## src/rtl/adcc_pkg.sv

```systemverilog
// Shared constants for the converter control block
package adcc_pkg;
  // Register indices; byte address is four times the index
  localparam logic [7:0] CTRL_IDX = 8'hE1;
  localparam logic [7:0] RESULT_IDX = 8'hE2;
  localparam logic [7:0] POWER_IDX = 8'hE3;
  localparam logic [7:0] IRQ_STATUS_IDX = 8'hE4;
  localparam logic [7:0] IRQ_MASK_IDX = 8'hE5;
  localparam int ADDR_W = 12;
  // Control/status field positions
  localparam int RES1_BIT = 7;
  localparam int RES0_BIT = 6;
  localparam int EXT_EN_BIT = 5;
  localparam int DONE_BIT = 4;
  localparam int START_BIT = 3;
  localparam int CHAN_MSB = 2;
  localparam int CHAN_W = 3;
  localparam int RESULT_W = 10;
  localparam int IRQ_W = 2;
  localparam int IRQ_DONE_BIT = 0;
  localparam int IRQ_EXT_BIT = 1;
  // Reset values
  localparam logic [7:0] CTRL_RESET = 8'h00;
  localparam logic POWER_RESET = 1'b1;
  localparam logic [1:0] IRQ_MASK_RESET = 2'h0;
  // Timing
  localparam int CONV_MACHINE_CYCLES = 50;
  localparam int CLKS_PER_MACHINE_CYCLE = 4;
  localparam int CONV_CLKS = CONV_MACHINE_CYCLES * CLKS_PER_MACHINE_CYCLE;
  // Bus responses
  localparam logic [1:0] RESP_OKAY = 2'h0;
  localparam logic [1:0] RESP_DECERR = 2'h3;
endpackage

```

## src/rtl/adcc_top.sv

```systemverilog
// Converter control block with AXI4-Lite register slave
//
// The AXI4-Lite slave port was left to the implementer.
`timescale 1ns/1ns
`default_nettype none
// Behaviour
// Control bits 7 and 6 show result bits 1 and 0.
// With external enable 0 only a software start bit write starts.
// With external enable 1 a pin rising edge also starts.
// Done flag sets when result is ready and raises an interrupt if enabled.
// Software clears the done flag; writing it to one is ignored.
// No conversion begins while the done flag is one.
// Start bit high through busy, cleared as done flag sets.
// Writing zero to start bit is ignored; starts blocked while it is high.
// Done and start bits together report idle, busy or completed.
// Clearing done and setting start in one write may start a conversion.
// Three channel bits select one of eight analog inputs.
// Each conversion yields ten bits and ends fifty machine cycles later.
// Converter runs only while its power enable is set.
// External pin is synchronised and its rising edge gives one pulse.
module adcc_top #(
  parameter int CONV_CLKS = adcc_pkg::CONV_CLKS
) (
  input wire logic clk,
  input wire logic srst,
  // AXI4-Lite slave
  input wire logic [adcc_pkg::ADDR_W-1:0] s_axi_awaddr,
  input wire logic s_axi_awvalid,
  output logic s_axi_awready,
  input wire logic [31:0] s_axi_wdata,
  input wire logic [3:0] s_axi_wstrb,
  input wire logic s_axi_wvalid,
  output logic s_axi_wready,
  output logic [1:0] s_axi_bresp,
  output logic s_axi_bvalid,
  input wire logic s_axi_bready,
  input wire logic [adcc_pkg::ADDR_W-1:0] s_axi_araddr,
  input wire logic s_axi_arvalid,
  output logic s_axi_arready,
  output logic [31:0] s_axi_rdata,
  output logic [1:0] s_axi_rresp,
  output logic s_axi_rvalid,
  input wire logic s_axi_rready,
  // Analog core and pin
  input wire logic external_start_pin,
  input wire logic [adcc_pkg::RESULT_W-1:0] analog_result,
  output logic [adcc_pkg::CHAN_W-1:0] analog_channel,
  output logic converter_power_enable,
  output logic conv_start,
  output logic irq
);
  import adcc_pkg::*;

  // Elaboration check: the timer needs at least two clocks per conversion
  if (CONV_CLKS < 2) begin : g_conv_clks_check
    $error("CONV_CLKS too small");
  end

  // Map a byte address to a register index, or flag it unmapped
  // Bit 8 of the result marks a mapped, aligned address
  function automatic logic [8:0] decode(
    input logic [ADDR_W-1:0] addr
  );
    logic [7:0] idx;
    idx = addr[9:2];
    decode = {1'b1, idx};
    if (addr[ADDR_W-1:10] != '0 || addr[1:0] != 2'h0) begin
      decode = 9'h000;
    end else if (idx != CTRL_IDX && idx != RESULT_IDX &&
                 idx != POWER_IDX && idx != IRQ_STATUS_IDX &&
                 idx != IRQ_MASK_IDX) begin
      decode = 9'h000;
    end
  endfunction

  // True when a decoded write hits the low byte of the given register
  function automatic logic wr_hit(
    input logic [8:0] dec,
    input logic [7:0] idx,
    input logic strb0
  );
    wr_hit = dec[8] & (dec[7:0] == idx) & strb0;
  endfunction

  ////////////////////////////////////////////////////////////////////////////
  // State
  logic ext_en;
  logic done_flag;
  logic [CHAN_W-1:0] channel;
  logic [RESULT_W-1:0] result;
  logic power;
  logic [IRQ_W-1:0] irq_status;
  logic [IRQ_W-1:0] irq_mask;
  logic busy;
  logic finish;
  logic pin_rise;

  // Write channel holding registers
  logic aw_held;
  logic w_held;
  logic [ADDR_W-1:0] aw_addr;
  logic [31:0] w_data;
  logic [3:0] w_strb;

  ////////////////////////////////////////////////////////////////////////////
  // Submodules
  adcc_edge u_edge (
    .clk(clk),
    .srst(srst),
    .pin(external_start_pin),
    .rise(pin_rise)
  );

  // Accepted start, one cycle wide; the timer ignores it while busy
  logic go;

  adcc_seq #(
    .CONV_CLKS(CONV_CLKS)
  ) u_seq (
    .clk(clk),
    .srst(srst),
    .go(go),
    .power(power),
    .busy(busy),
    .finish(finish),
    .conv_start(conv_start)
  );

  ////////////////////////////////////////////////////////////////////////////
  // Write decode
  logic do_write;
  logic [8:0] wdec;
  logic ctrl_wr;
  logic power_wr;
  logic status_wr;
  logic mask_wr;
  logic [7:0] wbyte;
  assign do_write = aw_held & w_held & ~s_axi_bvalid;
  assign wdec = decode(aw_addr);
  assign wbyte = w_data[7:0];
  // One strobe per writable register; a cleared byte strobe leaves it untouched
  assign ctrl_wr = do_write & wr_hit(wdec, CTRL_IDX, w_strb[0]);
  assign power_wr = do_write & wr_hit(wdec, POWER_IDX, w_strb[0]);
  assign status_wr = do_write & wr_hit(wdec, IRQ_STATUS_IDX, w_strb[0]);
  assign mask_wr = do_write & wr_hit(wdec, IRQ_MASK_IDX, w_strb[0]);

  // Start sources and acceptance
  logic sw_start;
  logic hw_start;
  logic done_clear;
  assign sw_start = ctrl_wr & wbyte[START_BIT];
  assign hw_start = ext_en & pin_rise;
  // A write of zero to the done bit clears it, but never in the cycle that
  // the conversion finishes: the hardware set must not be lost
  assign done_clear = ctrl_wr & ~wbyte[DONE_BIT] & ~finish;
  // Done must be clear, or cleared by this same write
  assign go = (sw_start | hw_start) & ~busy & power &
              (~done_flag | done_clear);

  ////////////////////////////////////////////////////////////////////////////
  // Channel value after this cycle's control write, if any
  logic [CHAN_W-1:0] next_channel;
  assign next_channel = ctrl_wr ? wbyte[CHAN_MSB:0] : channel;

  // Control fields
  always_ff @(posedge clk) begin
    if (srst) begin
      ext_en <= CTRL_RESET[EXT_EN_BIT];
      channel <= CTRL_RESET[CHAN_MSB:0];
    end else if (ctrl_wr) begin
      ext_en <= wbyte[EXT_EN_BIT];
      channel <= wbyte[CHAN_MSB:0];
    end
  end

  // Done flag: hardware set wins over a software clear
  always_ff @(posedge clk) begin
    if (srst) begin
      done_flag <= CTRL_RESET[DONE_BIT];
    end else if (finish) begin
      done_flag <= 1'b1;
    end else if (done_clear) begin
      done_flag <= 1'b0;
    end
  end

  // Result capture at the end of conversion
  always_ff @(posedge clk) begin
    if (srst) begin
      result <= '0;
    end else if (finish) begin
      result <= analog_result;
    end
  end

  // Power enable register
  always_ff @(posedge clk) begin
    if (srst) begin
      power <= POWER_RESET;
    end else if (power_wr) begin
      power <= wbyte[0];
    end
  end

  // Interrupt status: set wins over write-one-to-clear
  logic [IRQ_W-1:0] irq_events;
  logic [IRQ_W-1:0] irq_clr;
  assign irq_events = {hw_start & go, finish};
  assign irq_clr = status_wr ? wbyte[IRQ_W-1:0] : '0;
  always_ff @(posedge clk) begin
    if (srst) begin
      irq_status <= '0;
    end else begin
      irq_status <= irq_events | (irq_status & ~irq_clr);
    end
  end

  // Interrupt mask register
  always_ff @(posedge clk) begin
    if (srst) begin
      irq_mask <= IRQ_MASK_RESET;
    end else if (mask_wr) begin
      irq_mask <= wbyte[IRQ_W-1:0];
    end
  end

  // Interrupt output, one flop behind status
  always_ff @(posedge clk) begin
    if (srst) begin
      irq <= 1'b0;
    end else begin
      irq <= |(irq_status & irq_mask);
    end
  end

  // Analog-side outputs. The mux select moves on the same edge as the start
  // strobe, so a write that picks a channel and starts converts that channel
  always_ff @(posedge clk) begin
    if (srst) begin
      analog_channel <= CTRL_RESET[CHAN_MSB:0];
      converter_power_enable <= POWER_RESET;
    end else begin
      analog_channel <= next_channel;
      converter_power_enable <= power;
    end
  end

  ////////////////////////////////////////////////////////////////////////////
  // AXI write channels, taken in either order
  // Each is held until the write is done and reopens after the response
  always_ff @(posedge clk) begin
    if (srst) begin
      aw_held <= 1'b0;
      aw_addr <= '0;
      s_axi_awready <= 1'b0;
    end else if (s_axi_awvalid && s_axi_awready) begin
      aw_held <= 1'b1;
      aw_addr <= s_axi_awaddr;
      s_axi_awready <= 1'b0;
    end else if (do_write) begin
      aw_held <= 1'b0;
    end else begin
      s_axi_awready <= ~aw_held & ~s_axi_bvalid;
    end
  end

  // Write data channel, mirror of the address channel
  always_ff @(posedge clk) begin
    if (srst) begin
      w_held <= 1'b0;
      w_data <= '0;
      w_strb <= '0;
      s_axi_wready <= 1'b0;
    end else if (s_axi_wvalid && s_axi_wready) begin
      w_held <= 1'b1;
      w_data <= s_axi_wdata;
      w_strb <= s_axi_wstrb;
      s_axi_wready <= 1'b0;
    end else if (do_write) begin
      w_held <= 1'b0;
    end else begin
      s_axi_wready <= ~w_held & ~s_axi_bvalid;
    end
  end

  // Write response
  // Stands until bready; unmapped or misaligned writes answer DECERR
  always_ff @(posedge clk) begin
    if (srst) begin
      s_axi_bvalid <= 1'b0;
      s_axi_bresp <= RESP_OKAY;
    end else if (do_write) begin
      s_axi_bvalid <= 1'b1;
      s_axi_bresp <= wdec[8] ? RESP_OKAY : RESP_DECERR;
    end else if (s_axi_bready) begin
      s_axi_bvalid <= 1'b0;
    end
  end

  ////////////////////////////////////////////////////////////////////////////
  // Read path
  logic [8:0] rdec;
  logic [31:0] rword;
  logic [7:0] ctrl_view;
  assign rdec = decode(s_axi_araddr);
  // Status view: done and start bits together give converter state
  assign ctrl_view = {result[1], result[0], ext_en, done_flag, busy,
                      channel};

  // Read mux; unmapped addresses are zeroed at the handshake
  always_comb begin
    rword = 32'h0000_0000;
    if (rdec[7:0] == CTRL_IDX) begin
      rword[7:0] = ctrl_view;
    end else if (rdec[7:0] == RESULT_IDX) begin
      rword[RESULT_W-1:0] = result;
    end else if (rdec[7:0] == POWER_IDX) begin
      rword[0] = power;
    end else if (rdec[7:0] == IRQ_STATUS_IDX) begin
      rword[IRQ_W-1:0] = irq_status;
    end else if (rdec[7:0] == IRQ_MASK_IDX) begin
      rword[IRQ_W-1:0] = irq_mask;
    end
  end

  // Read channel: data comes from the address seen at the handshake
  always_ff @(posedge clk) begin
    if (srst) begin
      s_axi_arready <= 1'b0;
      s_axi_rvalid <= 1'b0;
      s_axi_rdata <= 32'h0000_0000;
      s_axi_rresp <= RESP_OKAY;
    end else if (s_axi_arvalid && s_axi_arready) begin
      s_axi_arready <= 1'b0;
      s_axi_rvalid <= 1'b1;
      s_axi_rdata <= rdec[8] ? rword : 32'h0000_0000;
      s_axi_rresp <= rdec[8] ? RESP_OKAY : RESP_DECERR;
    end else if (s_axi_rvalid) begin
      if (s_axi_rready) begin
        s_axi_rvalid <= 1'b0;
      end
    end else begin
      s_axi_arready <= 1'b1;
    end
  end
endmodule
`default_nettype wire

```

## src/rtl/adcc_edge.sv

```systemverilog
// Pin synchroniser with rising-edge pulse
`timescale 1ns/1ns
`default_nettype none
module adcc_edge (
  input wire logic clk,
  input wire logic srst,
  input wire logic pin,
  output logic rise
);
  logic meta;
  logic sync;
  logic prev;

  // Two-flop synchroniser, then compare with previous level
  always_ff @(posedge clk) begin
    if (srst) begin
      meta <= 1'b0;
      sync <= 1'b0;
      prev <= 1'b0;
      rise <= 1'b0;
    end else begin
      meta <= pin;
      sync <= meta;
      prev <= sync;
      rise <= sync & ~prev;
    end
  end
endmodule
`default_nettype wire

```

## src/rtl/adcc_seq.sv

```systemverilog
// Conversion timer: busy interval and finish pulse
`timescale 1ns/1ns
`default_nettype none
module adcc_seq #(
  parameter int CONV_CLKS = 200
) (
  input wire logic clk,
  input wire logic srst,
  input wire logic go,
  input wire logic power,
  output logic busy,
  output logic finish,
  output logic conv_start
);
  localparam int CW = $clog2(CONV_CLKS + 1);
  localparam logic [CW-1:0] LAST = CW'(CONV_CLKS - 1);
  logic [CW-1:0] count;

  // Elaboration check: the finish compare needs at least two clocks
  if (CONV_CLKS < 2) begin : g_conv_clks_check
    $error("CONV_CLKS must be at least 2");
  end

  // Busy spans the whole conversion; finish is its last cycle
  always_ff @(posedge clk) begin
    if (srst || !power) begin
      busy <= 1'b0;
      finish <= 1'b0;
      count <= '0;
    end else if (finish) begin
      busy <= 1'b0;
      finish <= 1'b0;
      count <= '0;
    end else if (busy) begin
      count <= count + CW'(1);
      finish <= (count == LAST - CW'(1));
    end else if (go) begin
      busy <= 1'b1;
      count <= '0;
    end
  end

  // Start strobe to the analog core
  always_ff @(posedge clk) begin
    if (srst) begin
      conv_start <= 1'b0;
    end else begin
      conv_start <= go & ~busy & power;
    end
  end
endmodule
`default_nettype wire

```

## config.mk

```make
export PLATFORM = sky130hd
export DESIGN_NAME = adcc_top
export DESIGN_NICKNAME = d
export VERILOG_FILES = /design/src/rtl/adcc_pkg.sv /design/src/rtl/adcc_top.sv /design/src/rtl/adcc_edge.sv /design/src/rtl/adcc_seq.sv
export SDC_FILE = /design/constraint.sdc
export NUM_CORES = 1
export LEC_CHECK = 0
export CORE_MARGIN = 8
export CORE_UTILIZATION = 55
export CTS_CLUSTER_DIAMETER = 100
export CTS_CLUSTER_SIZE = 8
export DETAILED_ROUTE_END_ITERATION = 10
export DONT_BUFFER_PORTS = 1
export PLACE_DENSITY = 0.81
export SLEW_MARGIN = 5
export SYNTH_ARGS = -nofsm -noshare
export SYNTH_HDL_FRONTEND = slang
export SYNTH_SLANG_ARGS = --single-unit
```

## constraint.sdc

```tcl
create_clock -name clk -period 2.95 [get_ports clk]
set_clock_uncertainty 0.15 [all_clocks]
set_input_delay 0.1475 -clock clk [delete_from_list [all_inputs] [get_ports clk]]
set_output_delay 0.1475 -clock clk [all_outputs]
set_load 0.05 [all_outputs]
```

Word level (Yosys, flattened, before mapping) --
Index checks and enable logic that the tools add are counted.
Storage, ports and cells: bits in registers 99, logic and storage cells 152
Cells by class: add/subtract/negate cells 1, eq/ne operators 20, mux-type cells 30, bitwise operators 41, reduce and logical (&&, ||, !) cells 30
Operators by type and width (number):
- equality test 8 bit, second input constant | 10
- inequality test 8 bit, second input constant | 10
- 2-to-1 mux 9 bit | 4
- 2-to-1 mux 8 bit | 4
- bitwise AND 1 bit | 27
- nonzero test 2 bit | 9
- 2-to-1 mux 1 bit | 14
- 2-to-1 mux 2 bit | 7
- logical AND 1 bit | 11
- 2-to-1 mux 10 bit | 1
- OR reduction 2 bit | 5
- adder 8 x 1 -> 8 bit, second input constant | 1
- inverter 1 bit | 8
- bitwise AND 2 bit | 2
- logical OR 1 bit | 3
- OR reduction 3 bit | 1
- inverter 2 bit | 1
- bitwise OR 1 bit | 2
- bitwise OR 2 bit | 1
- zero test 1 bit | 1

Depth between registers and ports, before layout --
Gate-level depths: netlist of run 1.
word-level depth 18, mapped depth 6, mapped depth without buffers 5

By module --
Synthesis of run 1 repeated with hierarchy kept, for this count alone.
Second synthesis, totals: cell total of the unflattened synthesis 373, area, all modules 3249.4 um2
Modules (own cells, without submodules):
- adcc_top | times used 1, cells each 309, area an instance 2625.0 um2
- adcc_seq | times used 1, cells each 56, area an instance 513.0 um2
- adcc_edge | times used 1, cells each 8, area an instance 111.4 um2

Least setup slack after synthesis of run 1 --
Ideal clock, no wire load.
kind register to register, start register s_axi_bvalid, end register u_seq.count[2], data arrival time 1951 ps, setup slack 716 ps, cell stages (with the launch flop) 6, path buffers 0, period minus slack after synthesis 2234 ps, path through dfxtp_1 > or4bb_1 > nor4_4 > a31oi_2 > o21bai_2 > a311oi_1
On the way: cells in the longest elaborated chain, start to end 9, elaborated cells between the ends (all ways) 12, those cells by class bitwise: 11; reduce/logical: 1
Ends and longest elaborated chain:
- start: declaration | RTL line adcc_top.sv:35 | output logic s_axi_bvalid,
- start signal: assignment | RTL line adcc_top.sv:290 | s_axi_bvalid <= 1'b0;
- start signal: assignment | RTL line adcc_top.sv:293 | s_axi_bvalid <= 1'b1;
- start signal: assignment | RTL line adcc_top.sv:296 | s_axi_bvalid <= 1'b0;
- inverter 1 bit * | RTL line adcc_top.sv:138 | assign do_write = aw_held & w_held & ~s_axi_bvalid;
- bitwise AND 1 bit * | RTL line adcc_top.sv:138
- bitwise AND 1 bit * | RTL line adcc_top.sv:142 | assign ctrl_wr = do_write & wr_hit(wdec, CTRL_IDX, w_strb[0]);
- bitwise AND 1 bit | RTL line adcc_top.sv:151 | assign sw_start = ctrl_wr & wbyte[START_BIT];
- bitwise OR 1 bit | RTL line adcc_top.sv:157 | assign go = (sw_start | hw_start) & ~busy & power &
- bitwise AND 1 bit (2 in a row) | RTL line adcc_top.sv:157
- bitwise AND 1 bit * | RTL line adcc_top.sv:157
- nonzero test 2 bit (no line) *
- end signal: assignment | RTL line adcc_seq.sv:35 | count <= count + CW'(1);
- end: declaration | RTL line adcc_seq.sv:17 | logic [CW-1:0] count;
Every way passes the cells marked *; elsewhere a longest branch is shown, timed or not. A chain may end at the register's enable or synchronous reset.

Worst setup path after layout of run 1 --
start input port s_axi_araddr[1] (netlist name), end register s_axi_rdata[1]
On the way: cells in the longest elaborated chain, start to end 10, elaborated cells between the ends (all ways) 14, those cells by class eq/ne: 5; mux: 7; reduce/logical: 2
Ends and longest elaborated chain:
- start: declaration | RTL line adcc_top.sv:37 | input wire logic [adcc_pkg::ADDR_W-1:0] s_axi_araddr,
- nonzero test 2 bit * | RTL line adcc_top.sv:67 | if (addr[ADDR_W-1:10] != '0 || addr[1:0] != 2'h0) begin
- logical OR 1 bit * | RTL line adcc_top.sv:67
- 2-to-1 mux 9 bit * | RTL line adcc_top.sv:67
- equality test 8 bit | RTL line adcc_top.sv:321 | end else if (rdec[7:0] == IRQ_MASK_IDX) begin
- 2-to-1 mux 2 bit | RTL line adcc_top.sv:321
- 2-to-1 mux 2 bit | RTL line adcc_top.sv:319 | end else if (rdec[7:0] == IRQ_STATUS_IDX) begin
- 2-to-1 mux 1 bit | RTL line adcc_top.sv:317 | end else if (rdec[7:0] == POWER_IDX) begin
- 2-to-1 mux 2 bit | RTL line adcc_top.sv:315 | end else if (rdec[7:0] == RESULT_IDX) begin
- 2-to-1 mux 8 bit | RTL line adcc_top.sv:313 | if (rdec[7:0] == CTRL_IDX) begin
- 2-to-1 mux 10 bit * | RTL line adcc_top.sv:336 | s_axi_rdata <= rdec[8] ? rword : 32'h0000_0000;
- end signal: assignment | RTL line adcc_top.sv:336
- end: declaration | RTL line adcc_top.sv:40 | output logic [31:0] s_axi_rdata,
Marked as above.

==> impl_metrics.toml, run 1 <==
[detailed_routing]
drc_errors = 0
drtAntennaViolNets = 0
first_pass_iters = 5
num_vias = 2754
drtIter0Drc = 157
drt_wl_total_um = 8000
routedWlPerCell_um = 16.2
via_per_inst = 5.57

[yosys]
synth_edf_count = 0
synth_fa_ha_area_share_pct = 0.771
avgSynthCellArea_sq_um = 8.94
synth_top_cell_by_area = "dfxtp_1"
synth_cells = 363
netlist_area_sq_um = 3240
synth_compound_area_share_pct = 13.5
yosysSeqAreaShare_pct = 46.3
ys_async_sr_fraction_pct = 0
muxShareOfSynthArea_pct = 5.59
yosys.area_share.simple_pct = 24.8
yosysTopAreaCellShare_pct = 46.3
synth.area.top_cells = "dfxtp_1, nand2_1, a21oi_1"
ys_seq_elements = 75
synth_ff_type = "dfxtp_1"
yosysUniqueCellTypes = 52
synth_top_family_by_area = "simple AND/OR/NAND/NOR gates"
synth_warnings = 0
post_synth_xor_area_fraction_pct = 0.540

[worst_setup_path]
crit_start = "s_axi_araddr[1]"
cpMostUsedCell = "dlygate4sd3_1"
crit_chain = "dlygate4sd3_1 -> nor4b_1 -> nand3_1 -> nor3_1 -> o311ai_0 -> dlygate4sd3_1 -> a21oi_1"
start_kind = "input port"
worstSetupEndpointType = "flip-flop"
crit_family = "buffers and inverters"
crit_required_ps = 3080
timing.critical_path.arrival_ps = 2600
crit_fanout = 3
critPathSlowestCell = "dlygate4sd3_1"
crit_type = "input port to flip-flop"
rr_startpoint = "s_axi_awready$_SDFFE_PP0N_"
path_buf_inv = 2
crit_path_max_incr_delay_ps = 640

[power_and_ir_drop]
p_clk_share_pct = 35.7
p_comb_share_pct = 11.0
ir_drop_uv = 404
p_leak_nw = 1.49
seqPwrFrac_pct = 53.3
p_sw_share_pct = 27.1
powerDensity_nw_per_um2 = 507
power.total_w = 0.00200
p_sw_w = 0.000543
p_int_w = 0.00146

[timing]
max_freq_mhz = 405
finalMaxSlewViolations = 0
rsz0062_at_grt = "false"
fin_crit_ps = 2470
worst_pin_slew_ps = 816
finalCritPeriodShare_pct = 83.8
setup_tns_ps = 0
setup_violations = 0
hold_viol = 0
maxSlewHeadroom_pct = 45.5

[clock_network]
cts-resized-gates = 0
hold_buffers = 54
cts_buffers = 9
clockBufferDepth = 2
cts_tree = "done"
clkSinkCount = 75
path_clk_slew_ps = 80
htreeDepth = 3
cts_setup_buffers = 0
cts_root_buf = "clkbuf_8"
clkLatencyLatePin_ps = 340

[die]
fp.dieW_um = 92.8
core.rowCount = 28
dieArea_sq_um = 8610
io_pins = 125
die_height_um = 92.8
initial_core_util_pct = 55.8
core_sq_um = 5820

[placed_design]
dp.cells = 424
gp_congestion = 0.783
io_buffers = 0
dp_hpwl_um = 5020
placed_area_sq_um = 3210

[run_status]
status = "completed"

[final_layout]
area_delta_synth_final_pct = 21.8
fin_cells = 494
stdcell_area_sq_um = 3950
final_layout_size_suffix_gt1_share_pct = 7.88
nNetsFinal = 494
antenna_cells = 0

[global_route]
grt_pass1_wl_um = 13300
grt_pass1_vias = 2698
grt_usage_pct = 18.9
antenna_found_initial = 0
grt_remaining_overflow = 0
grt_max_degree = 66

[min_path]
hold_path_class = "input port to flip-flop"
worstHoldStart = "srst"

[job]
maxCapViolations = 0
-- registers in the layout, summed over array words and instances, names as in the netlist, 2 cells and up --
signal / flops
irq_mask: 2
irq_status: 2
w_data: 6
result: 10
analog_channel: 3
aw_addr: 12
s_axi_rdata: 10
u_seq.count: 8
-- worst reg2reg max path, cell delays in order (launching register included) --
cell and delay (ps):
dfxtp_1 680, nand2_1 440, nand2_1 190, a21oi_1 80
dlygate4sd3_1 570
-- layout make-up --
class / count / area, sq um
clock buffers: 12 / 155
clock inverters: 4 / 25.0
fillers: 447 / 1860
inverters: 8 / 30.0
multi-input cells: 261 / 1550
flip-flops and latches: 75 / 1500
well taps: 75 / 93.8
repair buffers: 59 / 596
-- power groups by stage --
stage	Sequential, W	Combinational [W]	Clock [W]
detailed placement	0.00109	0.000147	0
global placement	0.00109	0.000145	0
floorplan	0.00109	0.000163	0
finish	0.00107	0.000221	0.000715
global route	0.00107	0.000235	0.000764
CTS	0.00107	0.000215	0.000720
-- cell usage in the layout (no fill, tap or decap), types with 6 or more instances in the layout --
cell type and n:
clkbuf_8 11, o21ai_0 6, mux2i_1 17, conb_1 22, nor2_1 27, dlygate4sd3_1 53
nand2_1 49, dfxtp_1 75, nand3_1 16, a21oi_1 36, nor3_1 10, a22oi_1 9
nand3b_1 7, inv_1 8
-- through the flow --
| step | hold WS [ps] | util, % | setup WS [ps] |
|---|---|---|---|
| after floorplan | 126 | - | 716 |
| after global placement | 73.9 | 55.2 | 829 |
| after detailed placement | 77.2 | 55.2 | 797 |
| after CTS | 1.64 | 67.9 | 691 |
| after global routing | 44.8 | 67.9 | 357 |
| final | 23.6 | 67.9 | 479 |
-- worst paths after layout --
| kind | end | slack [ps] | cells past startpoint |
|---|---|---|---|
| worst max-delay path | s_axi_rdata[1]$_SDFFE_PP0P_ | 480 | 7 |
| worst min-delay path | u_seq.count[2]$_SDFFE_PP0P_ | 20 | 2 |
| worst max register to register | aw_addr[1]$_SDFFE_PP0P_ | 740 | 4 |
| worst min register to register | u_edge.rise$_SDFF_PP0_ | 230 | 1 |
-- cell families (layout without fill, tap and decap cells) --
family,count (synthesis),in the layout
and+or+nand+nor,148,148
adders and majority gates,2,2
DFF,75,75
other,1,22
muxes,18,18
buffers and inverters,48,83
xor gates and xnor gates,2,2
AOI/OAI and AO/OA,69,69
-- routing by layer --
layer,track usage (%),part of all wire [%],vias to the layer above
met4,7.92,1.3,0
li1,-,-,1337
met3,5.91,8.6,9
met2,31.1,49,99
met1,22.2,41,1309
met5,0,0,-
-- cells in the mapped netlist, drive strengths merged, types with 2 or more instances --
master / count
dfxtp: 75
nand2: 49
a21oi: 36
nor2: 27
buf: 26
mux2i: 17
nand3: 16
clkbuf: 14
nor3: 10
a22oi: 9
inv: 8
nand3b: 7
o21ai: 6
nand2b: 5
nor2b: 4
nor4: 4
a2111oi: 3
a311oi: 3
or3: 3
or4b: 3
a21boi: 2
and2: 2
and3: 2
and3b: 2
ha: 2
nand4: 2
nand4b: 2
nor4b: 2
or4: 2
or4bb: 2
xor2: 2
No activity file was read; power rests on OpenSTA's default activity.
==> run 2: changes to the inputs <==
--- a/config.mk
+++ b/config.mk
@@ -11,7 +11,7 @@
 export CTS_CLUSTER_SIZE = 8
 export DETAILED_ROUTE_END_ITERATION = 10
 export DONT_BUFFER_PORTS = 1
-export PLACE_DENSITY = 0.81
+export PLACE_DENSITY = 0.84
 export SLEW_MARGIN = 5
 export SYNTH_ARGS = -nofsm -noshare
 export SYNTH_HDL_FRONTEND = slang
==> constraint.sdc (replaced) <==
create_clock -name clk -period 2.2 [get_ports clk]
set_clock_uncertainty 0.15 [all_clocks]
set_input_delay 0.11 -clock clk [delete_from_list [all_inputs] [get_ports clk]]
set_output_delay 0.11 -clock clk [all_outputs]
set_load 0.05 [all_outputs]
==> run 2 against run 1 <==
Against the previous run:
- clock-buffer cell count unchanged
- first-iteration DRC count is 3.2% lower
- worst setup slack got worse by 400 ps
- final cell count increased by 1.2%
- clock power grew 68%
- largest power group unchanged
==> impl_metrics.toml, run 2 (synthesis gave the netlist of run 1 again) <==
[run_status]
status = "completed"

[final_layout]
layout_common_cells = "dfxtp_1, nand2_1, dlygate4sd3_1"
fin_util_pct = 69.6
top_register = "aw_addr"
nFillCells = 428
nNetsFinal = 500
ff_latch_area_sq_um = 1510
stdcell_area_sq_um = 4050
antenna_cells = 0
area_delta_synth_final_pct = 24.7
final_common_cell = "dfxtp_1"
largest_register_ffs = 12
final_layout_size_suffix_gt1_share_pct = 11.5
multiInputGateArea_sq_um = 1570
top_regs = "aw_addr x12, result x10, s_axi_rdata x10"

[power_and_ir_drop]
seqPwrFrac_pct = 48.3
powerDensity_nw_per_um2 = 726
p_comb_share_pct = 10.9
p_leak_nw = 1.55
p_sw_share_pct = 25.2
power.total_w = 0.00294
p_sw_w = 0.000740
p_clk_share_pct = 40.7
p_int_w = 0.00220
ir_drop_uv = 462

[die]
fp.dieW_um = 92.8
core.rowCount = 28
die_height_um = 92.8
core_sq_um = 5820
io_pins = 125
initial_core_util_pct = 55.8
dieArea_sq_um = 8610

[clock_network]
cts_buffers = 9
cts_tree = "done"
htreeDepth = 3
clockBufferDepth = 2
path_clk_slew_ps = 80
clkLatencyLatePin_ps = 350
clkSinkCount = 75
cts_root_buf = "clkbuf_8"

[detailed_routing]
routedWlPerCell_um = 17.4
num_vias = 2831
first_pass_iters = 4
drc_errors = 0
drtAntennaViolNets = 0
via_per_inst = 5.66
drt_wl_total_um = 8680
drtIter0Drc = 152

[worst_setup_path]
ff2ff_path_depth = 6
rr_startpoint = "aw_addr[1]$_SDFFE_PP0P_"
reg2reg_to = "u_seq.count[3]$_SDFFE_PP0P_"
crit_family = "simple AND/OR/NAND/NOR gates"
start_kind = "flip-flop"
path_buf_inv = 1
crit_chain = "or4b_4 -> nor4_4 -> buf_4 -> a21boi_2 -> o21bai_4 -> a311oi_1"
crit_fanout = 6
crit_type = "flip-flop to flip-flop"
cp_num_cells = 6
timing.critical_path.arrival_ps = 2180
critPathSlowestCell = "or4b_4"
crit_path_max_incr_delay_ps = 580
crit_required_ps = 2270
reg2reg_slack_ps = 80
worstSetupEndpointType = "flip-flop"

[global_route]
grt_max_degree = 67
grt_use_met1_pct = 20.2
grt_usage_pct = 19.8
grt_pass1_wl_um = 13700
met3_usage_pct = 5.18
grt_remaining_overflow = 0
top_usage_layer = "met2"
antenna_found_initial = 0
grt_pass1_vias = 2881
gr-usage-met2_pct = 36.1

[min_path]
worstHoldPathCells = 4
min_to = "s_axi_rdata[0]$_SDFFE_PP0P_"
hold_path_class = "input port to flip-flop"
worstHoldStart = "s_axi_araddr[3]"

[timing]
max_freq_mhz = 472
rsz0062_at_grt = "false"
fin_crit_ps = 2120
setup_violations = 0
hold_viol = 0
finalMaxSlewViolations = 0
setup_tns_ps = 0
worst_pin_slew_ps = 658
maxSlewHeadroom_pct = 56.1
finalCritPeriodShare_pct = 96.3

[placed_design]
dp_hpwl_um = 5310
placed_area_sq_um = 3310
gp_congestion = 0.804
io_buffers = 0

[job]
maxCapViolations = 0
## run 2: final cells by class
type                    instances  area share [%]
multi-input cells             261            38.8
clock buffers                  12            3.84
inverters                       8           0.742
repair buffers                 65            15.3
flip-flops and latches         75            37.2
well taps                      75            2.32
clock inverters                 4            1.76
## run 2: worst register-to-register path, stage by stage, from the launching register on
cell,delay [ps]
dfxtp_1,330
or4b_4,580
nor4_4,260
buf_4,190
a21boi_2,130
o21bai_4,230
a311oi_1,120
## run 2: power groups by stage
| stage | registers, W | clock network, W | logic, W |
|---|---|---|---|
| after global routing | 0.00142 | 0.00126 | 0.000340 |
| after global placement | 0.00145 | 0 | 0.000220 |
| after floorplan | 0.00147 | 0 | 0.000218 |
| final | 0.00142 | 0.00120 | 0.000321 |
| after CTS | 0.00142 | 0.00121 | 0.000315 |
| after detailed placement | 0.00145 | 0 | 0.000224 |
## run 2: per-layer routing
| metal | part of all wire (%) | routed length (um) |
|---|---|---|
| met1 | 39 | 3370 |
| met2 | 52 | 4560 |
| met3 | 7.2 | 629 |
| met4 | 1.5 | 128 |
| met5 | 0 | 0 |
## run 2: worst max path at each step
stage	endpoint	slack [ps]	start
2_1_floorplan	u_seq.count[2]$_SDFFE_PP0P_	6	s_axi_bvalid$_SDFFE_PP0P_
3_3_place_gp	u_seq.count[3]$_SDFFE_PP0P_	140	aw_addr[0]$_SDFFE_PP0P_
3_5_place_dp	u_seq.count[4]$_SDFFE_PP0P_	60	aw_addr[0]$_SDFFE_PP0P_
4_1_cts	u_seq.count[3]$_SDFFE_PP0P_	7	aw_addr[0]$_SDFFE_PP0P_
5_1_grt	u_seq.count[4]$_SDFFE_PP0P_	40	aw_addr[1]$_SDFFE_PP0P_
6_report	u_seq.count[3]$_SDFFE_PP0P_	80	aw_addr[1]$_SDFFE_PP0P_
## run 2: stage by stage
stage	instances	setup slack (ps)	hold WS, ps
2_1_floorplan	384	6.47	88.2
3_3_place_gp	437	136	32.4
3_5_place_dp	437	55.2	37.5
4_1_cts	499	6.52	5.58
5_1_grt	500	36.3	17.2
6_report	500	82.2	15.0
## run 2: what timing repair did
item | in CTS | in global routing
endpoints found under the hold margin | 70 | 0
setup buffers | 0 | 1
gates resized for setup | 0 | 3
hold buffers | 46 | 0
endpoints found under the setup margin | 0 | 6
